## src/mss_params.svh

```systemverilog
// Timing constants and reset values for the magnetic switch output and self-test logic.
`ifndef MSS_PARAMS_SVH
`define MSS_PARAMS_SVH

// ----------------------------------------------------------------------------
// Timing
// ----------------------------------------------------------------------------
`define MSS_CLK_PERIOD_NS 50
`define MSS_REFRESH_NS 2000
`define MSS_REFRESH_CYC ((`MSS_REFRESH_NS) / (`MSS_CLK_PERIOD_NS))
`define MSS_WIN1_CYC 4000
`define MSS_WIN2_CYC 4000
`define MSS_WAKE_CYC 2
`define MSS_CNT_W 16

// ----------------------------------------------------------------------------
// Reset values
// ----------------------------------------------------------------------------
`define MSS_SWITCH_RST 1'b0

`endif

```

## src/mss_pkg.sv

```systemverilog
// Types shared by the magnetic switch output and self-test logic.
package mss_pkg;

  typedef enum logic [4:0] {
    MSS_ARM = 5'h01,
    MSS_SEEN_LOW = 5'h02,
    MSS_WIN1 = 5'h04,
    MSS_WIN2 = 5'h08,
    MSS_NORMAL = 5'h10
  } mss_st_t;

endpackage

```

## src/mss_sync.sv

```systemverilog
// Two-flop synchroniser for a group of asynchronous level inputs.
`timescale 1ns/100ps
module mss_sync #(
  parameter int W = 1
) (
  // Clock and reset
  input wire logic clk,
  input wire logic reset_n,
  // Data
  input wire logic [W-1:0] async_in,
  output logic [W-1:0] sync_out
);

  logic [W-1:0] meta_q;
  logic [W-1:0] meta_d;
  logic [W-1:0] sync_q;
  logic [W-1:0] sync_d;

  always_comb begin
    meta_d = async_in;
    sync_d = meta_q;
  end

  always_ff @(posedge clk or negedge reset_n) begin
    if (!reset_n) begin
      meta_q <= '0;
      sync_q <= '0;
    end else begin
      meta_q <= meta_d;
      sync_q <= sync_d;
    end
  end

  assign sync_out = sync_q;

endmodule // mss_sync

```

## src/mss_top.sv

```systemverilog
// Output control and power-on self-test of a three-pin magnetic-field switch.
`timescale 1ns/100ps
`include "mss_params.svh"
module mss_top #(
  parameter int unsigned WIN1_CYC = `MSS_WIN1_CYC,
  parameter int unsigned WIN2_CYC = `MSS_WIN2_CYC
) (
  // Clock and reset; reset_n is the power-on reset of supply_pin.
  input wire logic clk,
  input wire logic reset_n,
  // Comparator results from the analog front end.
  input wire logic above_on_thr,
  input wire logic below_off_thr,
  // Fault monitors.
  input wire logic overtemp,
  input wire logic undervolt,
  input wire logic reg_volt_err,
  input wire logic bias_err,
  input wire logic vref_err,
  input wire logic plate_err,
  // Open-drain output pin.
  input wire logic out_in,
  output logic out_o,
  output logic out_oe,
  // Status.
  output logic selftest_active,
  output logic selftest_done
);

  // --------------------------------------------------------------------------
  // Input synchronisation
  // --------------------------------------------------------------------------
  localparam int NS = 9;
  logic [NS-1:0] raw_in;
  logic [NS-1:0] syn;

  assign raw_in = {out_in, plate_err, vref_err, bias_err, reg_volt_err, undervolt, overtemp,
                   below_off_thr, above_on_thr};

  mss_sync #(.W(NS)) u_sync (
    .clk(clk),
    .reset_n(reset_n),
    .async_in(raw_in),
    .sync_out(syn)
  );

  logic on_s;
  logic off_s;
  logic fault_s;
  logic pin_s;

  assign on_s = syn[0];
  assign off_s = syn[1];
  assign fault_s = |syn[7:2];
  assign pin_s = syn[8];

  // --------------------------------------------------------------------------
  // Sampling and hysteresis
  // --------------------------------------------------------------------------
  localparam logic [`MSS_CNT_W-1:0] REFRESH_LAST = `MSS_CNT_W'(`MSS_REFRESH_CYC - 1);
  logic [`MSS_CNT_W-1:0] smp_cnt_q;
  logic [`MSS_CNT_W-1:0] smp_cnt_d;
  logic switch_q;
  logic switch_d;

  always_comb begin
    smp_cnt_d = smp_cnt_q + `MSS_CNT_W'(1);
    switch_d = switch_q;
    if (smp_cnt_q == REFRESH_LAST) begin
      smp_cnt_d = '0;
      // Between the two thresholds the last decision holds, which gives hysteresis.
      if (on_s) begin
        switch_d = 1'b1;
      end else if (off_s) begin
        switch_d = 1'b0;
      end
    end
  end

  always_ff @(posedge clk or negedge reset_n) begin
    if (!reset_n) begin
      smp_cnt_q <= '0;
      switch_q <= `MSS_SWITCH_RST;
    end else begin
      smp_cnt_q <= smp_cnt_d;
      switch_q <= switch_d;
    end
  end

  // --------------------------------------------------------------------------
  // Self-test sequencer
  // --------------------------------------------------------------------------
  localparam logic [`MSS_CNT_W-1:0] WIN1_LAST = `MSS_CNT_W'(WIN1_CYC - 1);
  localparam logic [`MSS_CNT_W-1:0] WIN2_LAST = `MSS_CNT_W'(WIN2_CYC - 1);
  mss_pkg::mss_st_t st_q;
  mss_pkg::mss_st_t st_d;
  logic [`MSS_CNT_W-1:0] win_cnt_q;
  logic [`MSS_CNT_W-1:0] win_cnt_d;
  localparam logic [1:0] WAKE_LAST = 2'(`MSS_WAKE_CYC);
  logic [1:0] wake_cnt_q;
  logic [1:0] wake_cnt_d;

  always_comb begin
    st_d = st_q;
    win_cnt_d = '0;
    wake_cnt_d = wake_cnt_q;
    case (st_q)
      mss_pkg::MSS_ARM: begin
        // The synchroniser wakes up at zero, which would read as a held line.
        // Waiting until it carries the real pin level stops a bare release from starting the test.
        if (wake_cnt_q != WAKE_LAST) begin
          wake_cnt_d = wake_cnt_q + 2'h1;
        end else if (!pin_s) begin
          st_d = mss_pkg::MSS_SEEN_LOW;
        end else begin
          st_d = mss_pkg::MSS_NORMAL;
        end
      end
      mss_pkg::MSS_SEEN_LOW: begin
        if (pin_s) begin
          st_d = mss_pkg::MSS_WIN1;
        end
      end
      mss_pkg::MSS_WIN1: begin
        win_cnt_d = win_cnt_q + `MSS_CNT_W'(1);
        if (win_cnt_q == WIN1_LAST) begin
          win_cnt_d = '0;
          st_d = mss_pkg::MSS_WIN2;
        end
      end
      mss_pkg::MSS_WIN2: begin
        win_cnt_d = win_cnt_q + `MSS_CNT_W'(1);
        if (win_cnt_q == WIN2_LAST) begin
          win_cnt_d = '0;
          st_d = mss_pkg::MSS_NORMAL;
        end
      end
      mss_pkg::MSS_NORMAL: begin
        st_d = mss_pkg::MSS_NORMAL;
      end
      default: begin
        st_d = mss_pkg::MSS_NORMAL;
      end
    endcase
  end

  always_ff @(posedge clk or negedge reset_n) begin
    if (!reset_n) begin
      st_q <= mss_pkg::MSS_ARM;
      win_cnt_q <= '0;
      wake_cnt_q <= '0;
    end else begin
      st_q <= st_d;
      win_cnt_q <= win_cnt_d;
      wake_cnt_q <= wake_cnt_d;
    end
  end

  // --------------------------------------------------------------------------
  // Open-drain output stage
  // --------------------------------------------------------------------------
  logic drive_low_q;
  logic drive_low_d;

  always_comb begin
    case (st_q)
      mss_pkg::MSS_WIN1: drive_low_d = 1'b1;
      mss_pkg::MSS_WIN2: drive_low_d = 1'b0;
      mss_pkg::MSS_NORMAL: drive_low_d = switch_q & ~fault_s;
      default: drive_low_d = 1'b0;
    endcase
    // Faults also win over the self-test so the safe state is never masked.
    if (fault_s) begin
      drive_low_d = 1'b0;
    end
  end

  always_ff @(posedge clk or negedge reset_n) begin
    if (!reset_n) begin
      drive_low_q <= 1'b0;
    end else begin
      drive_low_q <= drive_low_d;
    end
  end

  assign out_o = 1'b0;
  assign out_oe = drive_low_q;
  assign selftest_active = (st_q == mss_pkg::MSS_WIN1) || (st_q == mss_pkg::MSS_WIN2);
  assign selftest_done = (st_q == mss_pkg::MSS_NORMAL);

endmodule // mss_top

```

## config.mk

```make
export PLATFORM = sky130hd
export DESIGN_NAME = mss_top
export DESIGN_NICKNAME = d
export VERILOG_FILES = /design/src/mss_pkg.sv /design/src/mss_sync.sv /design/src/mss_top.sv
export VERILOG_INCLUDE_DIRS = /design/src /design/src/src
export SDC_FILE = /design/constraint.sdc
export NUM_CORES = 1
export LEC_CHECK = 0
export ABC_AREA = 1
export BUFFER_PORTS_ARGS = -buffer_cell sky130_fd_sc_hd__buf_4
export CAP_MARGIN = 20
export CORE_MARGIN = 3
export CORE_UTILIZATION = 50
export DETAILED_ROUTE_END_ITERATION = 8
export PLACE_DENSITY = 0.74
export SYNTH_ARGS = -nofsm -noshare
export SYNTH_HDL_FRONTEND = slang
export SYNTH_HIERARCHICAL = 1
export SYNTH_SLANG_ARGS = --single-unit
```

## constraint.sdc

```tcl
create_clock -name clk -period 1.9 [get_ports clk]
set_clock_uncertainty 0.2 [all_clocks]
set_input_delay 0.19 -clock clk [delete_from_list [all_inputs] [get_ports clk]]
set_output_delay 0.19 -clock clk [all_outputs]
set_load 0.005 [all_outputs]
```

# == Yosys cells after proc, flatten, opt, wreduce, memory -nomap -nowiden ==
# Index checks and enable logic that the tools add are counted.
# Widths: inputs -> output; s select.
# totals
reg_bits,59
inputBits,11
wordCells,45
# op_classes
n_addsub,3
n_eq_ne,12
mux,13
n_bitwise,2
reduce_logical,7
# op_table
op,count
$mux 16,3
$add 16x1->16 const B,2
$mux 5,5
$pmux 5 s4,1
$eq 16x12->1 const B,1
$eq 16x6->1 const B,1
$ne 2x2->1 const B,4
$reduce_or 6->1,1
$eq 5x1->1 const B,1
$eq 5x2->1 const B,1
$eq 5x3->1 const B,1
$eq 5x4->1 const B,1
$eq 5x5->1 const B,1
$reduce_and 2->1,2
$reduce_and 4->1,1
$mux 1,3
$add 2x1->2 const B,1
$ne 2x1->1 const B,1
$pmux 1 s2,1
$reduce_bool 2->1,1
$reduce_or 2->1,1
$and 1x1->1,1
$logic_or 1x1->1,1
$not 1->1,1

# == Longest topological paths before layout ==
# depth
depth_word,5
mapped_depth,10
mapped_depth_nobuf,9

# == Cells and area by module ==
# The synthesis kept the hierarchy.
# modules_own_cells
mod,instances,cells_each,area_each_um2
mss_top,1,295,2245.9
mss_sync,1,18,450.4

# == Worst setup path after synthesis ==
# Ideal clock, no wire load.
# synth_timing
path_kind,reg2reg
from,register smp_cnt_q[0]
to,register switch_q
setup_ns,0.116
arrival_ns,1.193
required_time_ns,1.584
setup_slack_ns,0.391
stages_incl_launch_ff,10
path_buffers,1
synth_period_minus_slack_ns,1.509
path_cell_list,dfrtp_1 -> ha_1 -> nand2_1 -> inv_1 -> nand2_1 -> nor2_1 -> and2_1 -> buf_2 -> nand2_1 -> nand2_1
# synth_between
elab_chain_cells,2
# synth_lines
item,line_no,source
from (decl),mss_top.sv:61,logic [`MSS_CNT_W-1:0] smp_cnt_q;
from (signal assigned),mss_top.sv:85,smp_cnt_q <= smp_cnt_d;
$eq 16x6->1,mss_top.sv:69,if (smp_cnt_q == REFRESH_LAST) begin
$reduce_and 2->1 (no line),n/a,
to (signal assigned),mss_top.sv:83,switch_q <= `MSS_SWITCH_RST;
to (signal assigned),mss_top.sv:86,switch_q <= switch_d;
to (decl),mss_top.sv:63,logic switch_q;
# Every way passes these cells.
# A chain may end at the register's enable or synchronous reset.

# == Worst setup path after layout ==
# layout_timing
from,register st_q[0]
to,output port selftest_active
# layout_between
elab_chain_cells,2
word_cells_on_any_way,3
# layout_lines
item,line_no,source
from (decl),mss_top.sv:95,mss_pkg::mss_st_t st_q;
from (signal assigned),mss_top.sv:149,st_q <= mss_pkg::MSS_ARM;
from (signal assigned),mss_top.sv:153,st_q <= st_d;
$eq 5x3->1 or $eq 5x4->1 (tied branches),mss_top.sv:188,assign selftest_active = (st_q == mss_pkg::MSS_WIN1) || (st_q == mss_pkg::MSS_WIN2);
$logic_or 1x1->1 (*),mss_top.sv:188,
to (decl),mss_top.sv:26,"output logic selftest_active,"
# Every way passes the cells marked *; elsewhere a longest branch is shown, timed or not.

==> impl_metrics.yaml <==
status:
  status: "complete, no violations"
synth:
  post-synth-top-area-fraction_pct: 53.8
  yosysTopAreaCell: "dfrtp_1"
  yosysWarnings: 6
  ys_ff_latch: 59
  synth.net_count: 327
  syn_area_per_cell_um2: 8.61
  seq_area_frac_synth_pct: 54.8
  ys.flop_type: "dfrtp_1"
  synthTopCellsByArea: "dfrtp_1 (54%), nor2_1 (8.9%), nand2_1 (8.4%)"
  async_reset_ff_share_pct: 100
  synth_cell_type_count: 30
  synthesis.area_mm2: 0.00270
  synth-edff-count: 0
  netlist_instances: 313
clocking:
  cts_htree_levels: 3
  cts_setup_buffers: 0
  cts.sinks: 59
  clk_pin_slew_ps: 70
  clock_path_buffers: 2
  clk_latency_ps: 330
  root_buffer: "clkbuf_8"
  numCtsBuffers: 9
  cts_tree: "yes"
pwr:
  p_leak_nw: 1.50
  power.total_mw: 2.51
  powerDensity_mw_per_mm2: 787
  ir_worst_vdd_mv: 0.713
detailed_routing:
  wl_per_cell_um: 12.2
  drt-pass1-iter-count: 4
  vias: 2029
  route.detailed.drc: 0
  postRouteAntennaNets: 0
  viasPerCell: 4.82
  routed_wl_mm: 5.12
  drtIter0Drc: 129
global_route:
  grt_pass1_wl_mm: 9.07
  grt_max_degree: 60
  grt_pass1_vias: 2066
  grt.overflow.total: 0
  grt.total_usage_pct: 19.1
  antenna_found_initial: 0
layout:
  layout_common_cells: "nor2_1 (62), nand2_1 (60), dfrtp_1 (58), inv_1 (41), nand3_1 (23)"
  area_growth_syn_to_layout_pct: 18.3
  drive_above_1_share_pct: 13.7
  layout.nets: 360
  fin_area_mm2: 0.00319
  num_antenna_cells: 0
  fin_cells: 421
  final_common_cell: "nor2_1"
placed_design:
  detailed_place.area_mm2: 0.00288
  port-buffer-count: 13
  post-place-cells: 395
  place.gp.congestion: 0.947
  hpwl_mm: 3.51
timing:
  min_period_ps: 1750
  setup_violations: 0
  final_max_slew_viol_count: 0
  slew_headroom_pct: 52.3
  worst_pin_slew_ps: 716
  fmax_ghz: 0.571
  finalHoldViolations: 0
  fin_crit_sh_pct: 92.1
  fin_tns_setup_ps: 0
  rsz0062_at_grt: "no"
floorplan:
  die-area_mm2: 0.00631
  fp-row-count: 26
  die_w_um: 79.4
  die_h_um: 79.4
  io_pins: 15
  core_area_mm2: 0.00517
  initial_core_util_pct: 52.1
setup_path:
  path_delay_family: "flip-flops"
  endpoint_kind: "output port"
  r2r_end: "win_cnt_q[9]"
  crit_path_max_fanout: 4
  endpoint: "selftest_active"
  required_ps: 1510
  critical_path_class: "register to output port"
  crit_path_max_incr_delay_ps: 550
  critPathSlowestCell: "dfstp_2"
  crit_start: "st_q[0]"
  startpoint_type: "register"
  crit_buf_inv: 1
  cp.arrival_ps: 1360
  reg2reg_from: "win_cnt_q[0]"
  r2r_slack_ps: 190
  reg2regPathDepth: 8
  path_cells: "nor2_2 > nand3_1 > nand2_2 > buf_4"
  critical_path_depth: 4
flow_run:
  drv_cap: 0
worst_hold_path:
  hold_path.class: "register to register"
-- state kept, by name, indices dropped and copies added (netlist names) --
register,count
out_oe,1
smp_cnt_q,16
st_q,5
switch_q,1
u_sync/meta_q,9
u_sync/sync_out,9
wake_cnt_q,2
win_cnt_q,16
-- routing by layer --
metal  up-vias  GRT usage [%]  share of wire (%)  routed length, µm
li1       1037              -                  -                  -
met1       932           23.5                 45               2280
met2        54           30.6                 49               2510
met3         6           7.45                5.2                267
met4         0           6.70                1.0                 52
met5         -              0                  0                  0
-- cell families after synthesis --
| logic type | Yosys count | share of synthesized area, % |
|---|---|---|
| AO/OA/AOI/OAI | 12 | 3.02 |
| XOR/XNOR | 14 | 4.55 |
| adder cells (fa/ha/maj) | 3 | 1.39 |
| buffers and inverters | 47 | 6.73 |
| flip-flops | 59 | 54.8 |
| other | 1 | 0.139 |
| AND/OR/NAND/NOR | 177 | 29.4 |
-- power by group --
part	switching [mW]	internal, mW
sequential	0.00674	1.28
combinational	0.0307	0.0278
clock	0.519	0.652
total	0.556	1.96
-- final cells by class --
type / instances / area (µm²)
Clock buffer: 10 / 138
Clock inverter: 6 / 71.3
Tap cell: 70 / 87.6
Inverter: 45 / 169
Timing Repair Buffer: 24 / 205
Sequential cell: 59 / 1480
Fill cell: 425 / 1980
Multi-Input combinational cell: 207 / 1040
-- timing repair --
item,4_1_cts,5_1_grt
hold endpoints to repair,67,0
setup endpoints to repair,0,2
gates resized for setup,0,2
hold buffers,10,0
-- worst min-delay path by stage --
stage | depth (start not counted) | start | to
2_1_floorplan | 0 | reset_n | out_oe
3_3_place_gp | 1 | reset_n | st_q[1]
3_5_place_dp | 1 | reset_n | st_q[3]
4_1_cts | 0 | u_sync/meta_q[5] | u_sync/sync_out[5]
5_1_grt | 0 | u_sync/meta_q[0] | u_sync/sync_out[0]
6_report | 0 | u_sync/meta_q[5] | u_sync/sync_out[5]
-- cell usage after synthesis, types with 2 or more instances --
library cell	number
o21ai_0	2
and2_1	2
nand3_1	23
nor2_4	2
nor3_1	6
a21oi_1	4
inv_1	41
nand2_1	60
nor2_1	64
nor2_2	3
dfrtp_1	58
ha_1	3
xor2_1	14
nor4_1	2
nand4_1	8
nand2_2	2
o21bai_1	3
inv_2	4
-- per-stage QoR --
stage          setup slack, ps  hold slack [ps]  util, %
2_1_floorplan              391             -306        -
4_1_cts                   65.2              155     61.6
6_report                   150              150     61.7
3_3_place_gp               226             90.6     55.6
3_5_place_dp               221             90.4     55.6
5_1_grt                   28.9              156     61.7
Power figures use the tool's default switching activity.
